<file path="config.mk">
export PLATFORM = sky130hd
export DESIGN_NAME = pcdo_top
export DESIGN_NICKNAME = d
export VERILOG_FILES = /design/src/pcdo_pkg.sv /design/src/pcdo_pin.sv /design/src/pcdo_top.sv
export SDC_FILE = /design/constraint.sdc
export NUM_CORES = 1
export LEC_CHECK = 0
export BUFFER_PORTS_ARGS = -buffer_cell sky130_fd_sc_hd__buf_2
export CAP_MARGIN = 40
export CORE_AREA = 2 2 72 74
export CTS_CLUSTER_DIAMETER = 40
export CTS_CLUSTER_SIZE = 28
export DETAILED_ROUTE_END_ITERATION = 6
export DIE_AREA = 0 0 74 76
export GPL_TIMING_DRIVEN = 0
export MAX_ROUTING_LAYER = met4
export PLACE_DENSITY = 0.73
export SLEW_MARGIN = 5
export SYNTH_ARGS = -nofsm -noshare
export SYNTH_HDL_FRONTEND = slang
export SYNTH_SLANG_ARGS = --single-unit
</file>
<file path="constraint.sdc">
create_clock -name i_clk -period 1.7 [get_ports i_clk]
set_input_delay 0.34 -clock i_clk [delete_from_list [all_inputs] [get_ports i_clk]]
set_output_delay 0.34 -clock i_clk [all_outputs]
set_load 0.005 [all_outputs]
</file>
<file path="src/pcdo_pkg.sv">
// constants for the port c/d alternate function override block
// How it works
// - two-wire enable detaches port c bit 4 as the serial data line
// - two-wire pins open-drain: output value 0, direction from unit line output
// - port c bits 5,4 pull-up, direction and output override enables equal two-wire enable; pull-up from data and disable
// - port c 5..0 input override enable: mask and group1 or converter disable
// - port c bits 3..0 keep port settings; only input path gated
// - port c bit 6 pull-up and direction overrides follow reset-disable fuse
// - port c bits 0..6 feed pin-change sources 8..14, gated by group1
// - port d bits 0..7 feed pin-change sources 16..23
// - compare pins also carry their timer's pwm waveform
// - transmitter enabled forces port d bit 1 to output
// - port d bit 2 feeds external irq 0, bit 3 feeds irq 1
// - port d bit 4 feeds timer0 count, bit 5 feeds timer1 count
// - port d bit 4 is usart clock; sync master drives its output value, direction stays with port
// - receiver enabled forces port d bit 0 input; pull-up from data bit
// - port c bit 6 as reset pin reads data, direction, input as 0
// - fuse programmed makes port c bit 6 normal io, else reset
package pcdo_pkg;
  localparam int PC_W = 7;
  localparam int PD_W = 8;
  localparam int PC_SDA = 4;
  localparam int PC_SCL = 5;
  localparam int PC_RST = 6;
  localparam int PD_RXD = 0;
  localparam int PD_TXD = 1;
  localparam int PD_IRQ0 = 2;
  localparam int PD_IRQ1 = 3;
  localparam int PD_XCK = 4;
  localparam int PD_TIMER0_COMPARE_B_OUT = 5;
  localparam int PD_TIMER0_COMPARE_A_OUT = 6;
  localparam logic [PC_W-1:0] PC_RESET_VAL = 7'h00;
  localparam logic [PD_W-1:0] PD_RESET_VAL = 8'h00;
endpackage

</file>
<file path="src/pcdo_pin.sv">
// one pin's override merge and gated input register
`timescale 1ns/100ps
module pcdo_pin (
  input wire logic i_clk,
  input wire logic i_reset,
  input wire logic i_port_data,
  input wire logic i_port_dir,
  input wire logic i_pud,
  input wire logic i_pullup_override_enable,
  input wire logic i_pullup_override_value,
  input wire logic i_direction_override_enable,
  input wire logic i_direction_override_value,
  input wire logic i_output_value_override_enable,
  input wire logic i_output_value_override_value,
  input wire logic i_input_enable_override_enable,
  input wire logic i_input_enable_override_value,
  input wire logic i_pin_in,
  output logic o_out,
  output logic o_oe,
  output logic o_pullup,
  output logic o_din
);
  logic dir;
  logic ie;
  logic din_d;
  logic din_q;
  always_comb begin
    dir = i_direction_override_enable ? i_direction_override_value : i_port_dir;
    o_oe = dir;
    o_out = i_output_value_override_enable ? i_output_value_override_value : i_port_data;
    o_pullup = i_pullup_override_enable ? i_pullup_override_value : (i_port_data & ~i_port_dir & ~i_pud);
    ie = i_input_enable_override_enable ? i_input_enable_override_value : 1'b1;
    din_d = ie & i_pin_in;
  end
  always_ff @(posedge i_clk or posedge i_reset) begin
    if (i_reset) begin
      din_q <= 1'b0;
    end else begin
      din_q <= din_d;
    end
  end
  assign o_din = din_q;
  AST_GATED_LOW: assert property (@(posedge i_clk) disable iff (i_reset)
    (i_input_enable_override_enable && !i_input_enable_override_value) |=> !o_din) else $error("disabled input not low");
endmodule

</file>
<file path="src/pcdo_top.sv">
// port c and port d alternate function override logic
`timescale 1ns/100ps
module pcdo_top
  import pcdo_pkg::*;
(
  input wire logic i_clk,
  input wire logic i_reset,
  input wire logic [pcdo_pkg::PC_W-1:0] i_pc_data,
  input wire logic [pcdo_pkg::PC_W-1:0] i_pc_dir,
  input wire logic [pcdo_pkg::PC_W-1:0] i_pc_pin,
  input wire logic [pcdo_pkg::PD_W-1:0] i_pd_data,
  input wire logic [pcdo_pkg::PD_W-1:0] i_pd_dir,
  input wire logic [pcdo_pkg::PD_W-1:0] i_pd_pin,
  input wire logic i_global_pullup_disable,
  input wire logic i_two_wire_enable,
  input wire logic i_sda_line_out,
  input wire logic i_scl_line_out,
  input wire logic i_reset_pin_disable_fuse,
  input wire logic i_pin_change_group1_enable,
  input wire logic i_pin_change_group2_enable,
  input wire logic [pcdo_pkg::PC_W-1:0] i_pc_pc_mask,
  input wire logic [pcdo_pkg::PD_W-1:0] i_pd_pc_mask,
  input wire logic [5:0] i_conv_digital_input_disable,
  input wire logic i_timer0_compare_a_out_enable,
  input wire logic i_timer0_compare_a_out,
  input wire logic i_timer0_compare_b_out_enable,
  input wire logic i_timer0_compare_b_out,
  input wire logic i_timer2_compare_b_out_enable,
  input wire logic i_timer2_compare_b_out,
  input wire logic i_usart_tx_enable,
  input wire logic i_usart_tx_data,
  input wire logic i_usart_rx_enable,
  input wire logic i_usart_sync_master,
  input wire logic i_usart_clock_out,
  input wire logic i_irq0_enable,
  input wire logic i_irq1_enable,
  output logic [pcdo_pkg::PC_W-1:0] o_pc_out,
  output logic [pcdo_pkg::PC_W-1:0] o_pc_oe,
  output logic [pcdo_pkg::PC_W-1:0] o_pc_pullup,
  output logic [pcdo_pkg::PC_W-1:0] o_pc_din,
  output logic [pcdo_pkg::PC_W-1:0] o_pc_data_rd,
  output logic [pcdo_pkg::PC_W-1:0] o_pc_dir_rd,
  output logic [pcdo_pkg::PD_W-1:0] o_pd_out,
  output logic [pcdo_pkg::PD_W-1:0] o_pd_oe,
  output logic [pcdo_pkg::PD_W-1:0] o_pd_pullup,
  output logic [pcdo_pkg::PD_W-1:0] o_pd_din,
  output logic [6:0] o_pc_change_src,
  output logic [7:0] o_pd_change_src,
  output logic o_sda_in,
  output logic o_scl_in,
  output logic o_external_irq_zero_in,
  output logic o_external_irq_one_in,
  output logic o_timer0_count_input,
  output logic o_timer1_count_input,
  output logic o_usart_external_clock,
  output logic o_usart_rx_in,
  output logic o_reset_pin_level
);
  import pcdo_pkg::*;

  // ----------------------------------------
  // port c override terms
  // ----------------------------------------
  logic [PC_W-1:0] c_pullup_override_enable, c_pullup_override_value, c_direction_override_enable, c_direction_override_value, c_output_value_override_enable, c_output_value_override_value, c_input_enable_override_enable, c_input_enable_override_value;
  logic [PC_W-1:0] c_pcen;
  logic [PC_W-1:0] c_din;
  logic fuse;
  assign fuse = i_reset_pin_disable_fuse;

  always_comb begin
    c_pcen = i_pc_pc_mask & {PC_W{i_pin_change_group1_enable}};
    c_pullup_override_enable = '0;
    c_pullup_override_value = '0;
    c_direction_override_enable = '0;
    c_direction_override_value = '0;
    c_output_value_override_enable = '0;
    c_output_value_override_value = '0;
    c_input_enable_override_enable = '0;
    c_input_enable_override_value = '0;
    for (int i = 0; i < 6; i++) begin
      c_input_enable_override_enable[i] = c_pcen[i] | i_conv_digital_input_disable[i];
      c_input_enable_override_value[i] = c_pcen[i];
    end
    c_pullup_override_enable[PC_SDA] = i_two_wire_enable;
    c_direction_override_enable[PC_SDA] = i_two_wire_enable;
    c_output_value_override_enable[PC_SDA] = i_two_wire_enable;
    c_pullup_override_value[PC_SDA] = i_pc_data[PC_SDA] & i_global_pullup_disable;
    c_direction_override_value[PC_SDA] = i_sda_line_out;
    c_pullup_override_enable[PC_SCL] = i_two_wire_enable;
    c_direction_override_enable[PC_SCL] = i_two_wire_enable;
    c_output_value_override_enable[PC_SCL] = i_two_wire_enable;
    c_pullup_override_value[PC_SCL] = i_pc_data[PC_SCL] & i_global_pullup_disable;
    c_direction_override_value[PC_SCL] = i_scl_line_out;
    c_pullup_override_enable[PC_RST] = fuse;
    c_pullup_override_value[PC_RST] = 1'b1;
    c_direction_override_enable[PC_RST] = fuse;
    c_input_enable_override_enable[PC_RST] = fuse | c_pcen[PC_RST];
    c_input_enable_override_value[PC_RST] = fuse;
  end

  // ----------------------------------------
  // port d override terms
  // ----------------------------------------
  logic [PD_W-1:0] d_pullup_override_enable, d_pullup_override_value, d_direction_override_enable, d_direction_override_value, d_output_value_override_enable, d_output_value_override_value, d_input_enable_override_enable, d_input_enable_override_value;
  logic [PD_W-1:0] d_pcen;

  always_comb begin
    d_pcen = i_pd_pc_mask & {PD_W{i_pin_change_group2_enable}};
    d_pullup_override_enable = '0;
    d_pullup_override_value = '0;
    d_direction_override_enable = '0;
    d_direction_override_value = '0;
    d_output_value_override_enable = '0;
    d_output_value_override_value = '0;
    d_input_enable_override_enable = d_pcen;
    d_input_enable_override_value = '1;
    d_pullup_override_enable[PD_RXD] = i_usart_rx_enable;
    d_pullup_override_value[PD_RXD] = i_pd_data[PD_RXD] & ~i_global_pullup_disable;
    d_direction_override_enable[PD_RXD] = i_usart_rx_enable;
    d_pullup_override_enable[PD_TXD] = i_usart_tx_enable;
    d_direction_override_enable[PD_TXD] = i_usart_tx_enable;
    d_direction_override_value[PD_TXD] = 1'b1;
    d_output_value_override_enable[PD_TXD] = i_usart_tx_enable;
    d_output_value_override_value[PD_TXD] = i_usart_tx_data;
    d_input_enable_override_enable[PD_IRQ0] = i_irq0_enable | d_pcen[PD_IRQ0];
    d_input_enable_override_enable[PD_IRQ1] = i_irq1_enable | d_pcen[PD_IRQ1];
    d_output_value_override_enable[PD_IRQ1] = i_timer2_compare_b_out_enable;
    d_output_value_override_value[PD_IRQ1] = i_timer2_compare_b_out;
    d_output_value_override_enable[PD_XCK] = i_usart_sync_master;
    d_output_value_override_value[PD_XCK] = i_usart_clock_out;
    d_output_value_override_enable[PD_TIMER0_COMPARE_B_OUT] = i_timer0_compare_b_out_enable;
    d_output_value_override_value[PD_TIMER0_COMPARE_B_OUT] = i_timer0_compare_b_out;
    d_output_value_override_enable[PD_TIMER0_COMPARE_A_OUT] = i_timer0_compare_a_out_enable;
    d_output_value_override_value[PD_TIMER0_COMPARE_A_OUT] = i_timer0_compare_a_out;
  end

  // ----------------------------------------
  // pin instances
  // ----------------------------------------
  genvar g;
  generate
    for (g = 0; g < PC_W; g++) begin : g_pc
      pcdo_pin u_pin (
        .i_clk(i_clk),
        .i_reset(i_reset),
        .i_port_data(i_pc_data[g]),
        .i_port_dir(i_pc_dir[g]),
        .i_pud(i_global_pullup_disable),
        .i_pullup_override_enable(c_pullup_override_enable[g]),
        .i_pullup_override_value(c_pullup_override_value[g]),
        .i_direction_override_enable(c_direction_override_enable[g]),
        .i_direction_override_value(c_direction_override_value[g]),
        .i_output_value_override_enable(c_output_value_override_enable[g]),
        .i_output_value_override_value(c_output_value_override_value[g]),
        .i_input_enable_override_enable(c_input_enable_override_enable[g]),
        .i_input_enable_override_value(c_input_enable_override_value[g]),
        .i_pin_in(i_pc_pin[g]),
        .o_out(o_pc_out[g]),
        .o_oe(o_pc_oe[g]),
        .o_pullup(o_pc_pullup[g]),
        .o_din(c_din[g])
      );
    end
    for (g = 0; g < PD_W; g++) begin : g_pd
      pcdo_pin u_pin (
        .i_clk(i_clk),
        .i_reset(i_reset),
        .i_port_data(i_pd_data[g]),
        .i_port_dir(i_pd_dir[g]),
        .i_pud(i_global_pullup_disable),
        .i_pullup_override_enable(d_pullup_override_enable[g]),
        .i_pullup_override_value(d_pullup_override_value[g]),
        .i_direction_override_enable(d_direction_override_enable[g]),
        .i_direction_override_value(d_direction_override_value[g]),
        .i_output_value_override_enable(d_output_value_override_enable[g]),
        .i_output_value_override_value(d_output_value_override_value[g]),
        .i_input_enable_override_enable(d_input_enable_override_enable[g]),
        .i_input_enable_override_value(d_input_enable_override_value[g]),
        .i_pin_in(i_pd_pin[g]),
        .o_out(o_pd_out[g]),
        .o_oe(o_pd_oe[g]),
        .o_pullup(o_pd_pullup[g]),
        .o_din(o_pd_din[g])
      );
    end
  endgenerate

  // ----------------------------------------
  // readback and peripheral inputs
  // ----------------------------------------
  always_comb begin
    o_pc_din = c_din;
    o_pc_data_rd = i_pc_data;
    o_pc_dir_rd = i_pc_dir;
    if (!fuse) begin
      o_pc_din[PC_RST] = 1'b0;
      o_pc_data_rd[PC_RST] = 1'b0;
      o_pc_dir_rd[PC_RST] = 1'b0;
    end
  end
  // unprogrammed fuse hands the pin to the reset circuitry
  assign o_reset_pin_level = fuse ? 1'b1 : i_pc_pin[PC_RST];
  assign o_pc_change_src = c_din & {PC_W{i_pin_change_group1_enable}};
  assign o_pd_change_src = o_pd_din;
  assign o_sda_in = c_din[PC_SDA];
  assign o_scl_in = c_din[PC_SCL];
  assign o_external_irq_zero_in = o_pd_din[PD_IRQ0];
  assign o_external_irq_one_in = o_pd_din[PD_IRQ1];
  assign o_timer0_count_input = o_pd_din[PD_XCK];
  assign o_timer1_count_input = o_pd_din[PD_TIMER0_COMPARE_B_OUT];
  assign o_usart_external_clock = o_pd_din[PD_XCK];
  assign o_usart_rx_in = o_pd_din[PD_RXD];

  // ----------------------------------------
  // checks
  // ----------------------------------------
  AST_TW_OPEN_DRAIN: assert property (@(posedge i_clk) disable iff (i_reset)
    i_two_wire_enable |-> (o_pc_out[PC_SDA] == 1'b0 && o_pc_oe[PC_SDA] == i_sda_line_out))
    else $error("sda not open drain");
  AST_TW_SCL: assert property (@(posedge i_clk) disable iff (i_reset)
    i_two_wire_enable |-> (o_pc_out[PC_SCL] == 1'b0 && o_pc_oe[PC_SCL] == i_scl_line_out))
    else $error("scl not open drain");
  AST_PC_LOW_PASS: assert property (@(posedge i_clk) disable iff (i_reset)
    (o_pc_oe[3:0] == i_pc_dir[3:0]) && (o_pc_out[3:0] == i_pc_data[3:0]))
    else $error("port c low bits overridden");
  AST_TX_OUT: assert property (@(posedge i_clk) disable iff (i_reset)
    i_usart_tx_enable |-> o_pd_oe[PD_TXD]) else $error("tx pin not output");
  AST_RX_IN: assert property (@(posedge i_clk) disable iff (i_reset)
    i_usart_rx_enable |-> !o_pd_oe[PD_RXD]) else $error("rx pin not input");
  AST_RST_READ: assert property (@(posedge i_clk) disable iff (i_reset)
    !fuse |-> (o_pc_data_rd[PC_RST] == 1'b0 && o_pc_dir_rd[PC_RST] == 1'b0))
    else $error("reset pin reads nonzero");
  AST_CONV_GATE: assert property (@(posedge i_clk) disable iff (i_reset)
    (i_conv_digital_input_disable[0] && !c_pcen[0]) |=> !o_pc_din[0])
    else $error("converter gate failed");
  AST_TIMER0_COMPARE_A_OUT: assert property (@(posedge i_clk) disable iff (i_reset)
    i_timer0_compare_a_out_enable |-> o_pd_out[PD_TIMER0_COMPARE_A_OUT] == i_timer0_compare_a_out)
    else $error("compare a not on pin");
endmodule

</file>
# --- After elaboration in Yosys (flattened, before gate mapping) ---
# Cells that the tools add are included.
word_totals:
  out_inout_bits: 98
  register_bits: 15
  inputBits: 88
  word_cells: 108
classes:
  mux: 28
  n_bitwise: 65
op_table:
  columns: ["operator", "count"]
  rows:
  - ["1-bit AND", 40]
  - ["1-bit 2-to-1 mux", 28]
  - ["1-bit NOT", 16]
  - ["7-bit AND", 2]
  - ["1-bit bitwise OR", 7]

# --- Longest topological paths before layout ---
depth:
  depth_word: 4
  ltp_mapped: 3
  depth_no_buf: 2

# --- Hierarchy ---
# A second synthesis with hierarchy kept.
hier_totals:
  hier_cells: 221
  hier_area_um2: 1754.2
by_module_without_submodules:
  columns: ["module", "cells_each", "area_each_um2", "instances", "seq_area_each_um2"]
  rows:
  - ["pcdo_pin", 10, 83.8, 15, 25.0]
  - ["pcdo_top", 71, 496.7, 1, 0.0]

# --- Least setup slack after synthesis ---
# Ideal clock, no wire load.
synth_timing:
  path_type: "input-to-output"
  from: "input port i_usart_tx_enable"
  to: "output port o_pd_pullup[1] (netlist bit)"
  required_time_ns: 1.360
  path_buffers: 1
  path_slack_ns: 0.509
  arrival_ns: 0.851
  cell_stages: 3
  path_cell_list: "or2_4 > nor3b_2 > buf_4"
synth_between:
  elab_chain_cells: 1
synth_rtl:
  columns: ["element", "line_no", "text"]
  rows:
  - ["start, declared", "pcdo_top.sv:30", "input wire logic i_usart_tx_enable,"]
  - ["1-bit 2-to-1 mux", "pcdo_pin.sv:31", "o_pullup = i_pullup_override_enable ? i_pullup_override_value : (i_port_data & ~i_port_dir & ~i_pud);"]
  - ["end, declared", "pcdo_top.sv:45", "output logic [pcdo_pkg::PD_W-1:0] o_pd_pullup,"]
# No other way between the ends.

# --- Worst setup path in the final report ---
layout_timing:
  from: "input port i_global_pullup_disable"
  to: "output port o_pc_pullup[4] (netlist bit)"
layout_between:
  elab_chain_cells: 3
  elab_cells_between_ends: 4
  cone_classes: "mux (1); bitwise (3)"
layout_rtl:
  columns: ["element", "line_no", "text"]
  rows:
  - ["start, declared", "pcdo_top.sv:14", "input wire logic i_global_pullup_disable,"]
  - ["1-bit NOT", "pcdo_pin.sv:31", null]
  - ["1-bit AND", "pcdo_pin.sv:31", null]
  - ["1-bit 2-to-1 mux *", "pcdo_pin.sv:31", null]
  - ["end, declared", "pcdo_top.sv:39", "output logic [pcdo_pkg::PC_W-1:0] o_pc_pullup,"]
# Mark *: on every way between the ends. The rest lies on a longest branch, timed or not.

==> impl_metrics.env <==
export IMPL_outcome="finished clean"
export IMPL_async_flop_share_pct=100
export IMPL_vias=1553
export IMPL_dieWidth_um=74
export IMPL_hold_viol=0
export IMPL_post_dp_hpwl_mm=3.49
export IMPL_start_util_pct=29.6
export IMPL_syn_inst=155
export IMPL_layout_cells_most_common_list="buf_2, buf_4, dfrtp_1, nor3b_2, and2_1"
export IMPL_holdCritPathClass="in2async"
export IMPL_fp_row_count=26
export IMPL_synth_top_area_share_pct=41.2
export IMPL_fill_cells=477
export IMPL_period_share_pct=84.4
export IMPL_seq_area_frac_synth_pct=25.8
export IMPL_grt_ovfl_total=0
export IMPL_start_kind="input port"
export IMPL_die_height_um=76
export IMPL_finalWeightedCongestion=0.800
export IMPL_synth_net_count=243
export IMPL_drtAntennaViolNets=0
export IMPL_io_pins=186
export IMPL_cts_sinks=15
export IMPL_tns_ps=0
export IMPL_core_area_um2=4910
export IMPL_synth_area_per_cell_um2=9.40
export IMPL_grt_setup_unrepaired="false"
export IMPL_cts_tree="built"
export IMPL_wirelength_mm=3.90
export IMPL_area_delta_synth_final_pct=68.9
export IMPL_antenna_cells=0
export IMPL_setup_viol=0
export IMPL_powerDensity_nw_per_um2=461
export IMPL_cts_buffers=3
export IMPL_antenna_found_initial=0
export IMPL_grt_max_degree=16
export IMPL_synth_seq_cells=15
export IMPL_portBuffers=174
export IMPL_cp_max_fo=7
export IMPL_nets=422
export IMPL_ir_worst_vdd_mv=0.260
export IMPL_grt_pass1_vias=1383
export IMPL_crit_type="in2out"
export IMPL_max_slew_margin_rel_pct=60.8
export IMPL_synthFlopType="dfrtp_1"
export IMPL_yosysTopAreaCell="buf_4"
export IMPL_cts_resized=0
export IMPL_post_cts_setup_buffer_count=0
export IMPL_die_area_um2=5620
export IMPL_route_detailed_drc=0
export IMPL_synth_area_leaders="buf_4, dfrtp_1, nor3b_2"
export IMPL_post_place_ws_ps=267
export IMPL_synth_edf_count=0
export IMPL_maxCapViolCount=0
export IMPL_cts_root_buf="clkbuf_8"
export IMPL_yosysUniqueCellTypes=21
export IMPL_grt_use_total_pct=13.2
export IMPL_netlist_area_um2=1460
export IMPL_worstPathRequired_ps=1360
export IMPL_clockBufferDepth=2
export IMPL_drive_gt1_share_pct=83.8
export IMPL_grt_first_pass_wirelength_mm=5.88
export IMPL_avgRoutedWirePerCell_um=9.68
export IMPL_fin_ws_ps=266
export IMPL_tightest_slew_ps=587
export IMPL_finalPower_w=0.00113
export IMPL_htree_levels=1
export IMPL_drt_iter0_markers=27
export IMPL_cts_hold_buf=0
export IMPL_slew_viol_final=0
export IMPL_layout_commonest_cell="buf_2"
export IMPL_firstDrtPassIters=4
export IMPL_clk_pin_slew_ps=60
export IMPL_p_leak_nw=1.50
export IMPL_arrival_ps=1090
export IMPL_crit_path_end_kind="primary output"
export IMPL_via_per_inst=3.85
export IMPL_ys_warn_count=0
export IMPL_fmax_mhz=697
export IMPL_fin_crit_ps=1430
[metal layers]
metal / GRT usage, % / routed length [um] / part of all wire, %
met4: 4.36 / 78 / 2.0
met3: 3.04 / 339 / 8.7
met2: 24.9 / 2190 / 56
met5: - / 0 / 0
met1: 12.9 / 1290 / 33
[worst max-delay path, stage by stage]
cell and delay [ps]:
buf_2 150, and2_1 180, o21a_1 180, buf_4 120, buf_2 120
[metrics by stage]
stage	util (%)	std cells	area [um^2]	hold slack [ps]
4_1_cts	50.1	403	2460	164
3_5_place_dp	49.2	399	2410	435
5_1_grt	50.1	403	2460	191
2_1_floorplan	-	155	1460	241
6_report	50.1	403	2460	159
3_3_place_gp	49.2	399	2410	419
[flip-flops by register name (all words and copies together) (netlist names)]
| name | count |
|---|---|
| g_pc.u_pin.o_din | 7 |
| g_pd.u_pin.o_din | 8 |
[cell families (layout without fill, tap and decap cells)]
group | count (synthesis) | after routing | share of synthesized area (%)
and+or+nand+nor | 37 | 37 | 19.4
muxes | 7 | 7 | 5.41
DFF | 15 | 15 | 25.8
buffers and inverters | 86 | 264 | 43.8
AOI/OAI and AO/OA | 10 | 10 | 5.58
[cell usage after synthesis (2+ instances only)]
cell type / instances
o21a_1: 2
mux2_2: 5
mux2_1: 2
nand2_2: 2
dfrtp_1: 15
buf_4: 80
inv_1: 4
nor3b_1: 2
nor3_1: 2
a21boi_0: 4
a21boi_2: 2
buf_6: 2
nor2b_1: 3
and2_1: 10
nor3b_2: 10
nand2_1: 5
[cell type report]
type | instances | area (um^2) | share of cell area (%)
clock buffer | 4 | 45.0 | 1.83
tap | 70 | 87.6 | 3.56
sequential | 15 | 375 | 15.3
timing repair buffer | 174 | 871 | 35.4
multi-input combinational | 54 | 443 | 18.0
inverter | 4 | 15.0 | 0.610
buffer | 82 | 623 | 25.3
[how the worst max path moves through the flow]
stage | startpoint | endpoint | slack (ps) | cells past startpoint
after floorplan | i_usart_tx_enable | o_pd_pullup[1] | 510 | 3
after global placement | i_global_pullup_disable | o_pc_pullup[4] | 270 | 5
after detailed placement | i_global_pullup_disable | o_pc_pullup[4] | 270 | 5
after CTS | i_global_pullup_disable | o_pc_pullup[4] | 260 | 5
after global routing | i_global_pullup_disable | o_pc_pullup[4] | 220 | 5
final | i_global_pullup_disable | o_pc_pullup[4] | 270 | 5
[report_power, final]
part	total [W]	internal, W	switching [W]	leakage [nW]
Combinational	0.000463	0.000302	0.000161	1.29
Sequential	0.000389	0.000378	0.0000117	0.181
Clock	0.000281	0.000166	0.000116	0.0228
(Power assumes the default switching activity.)
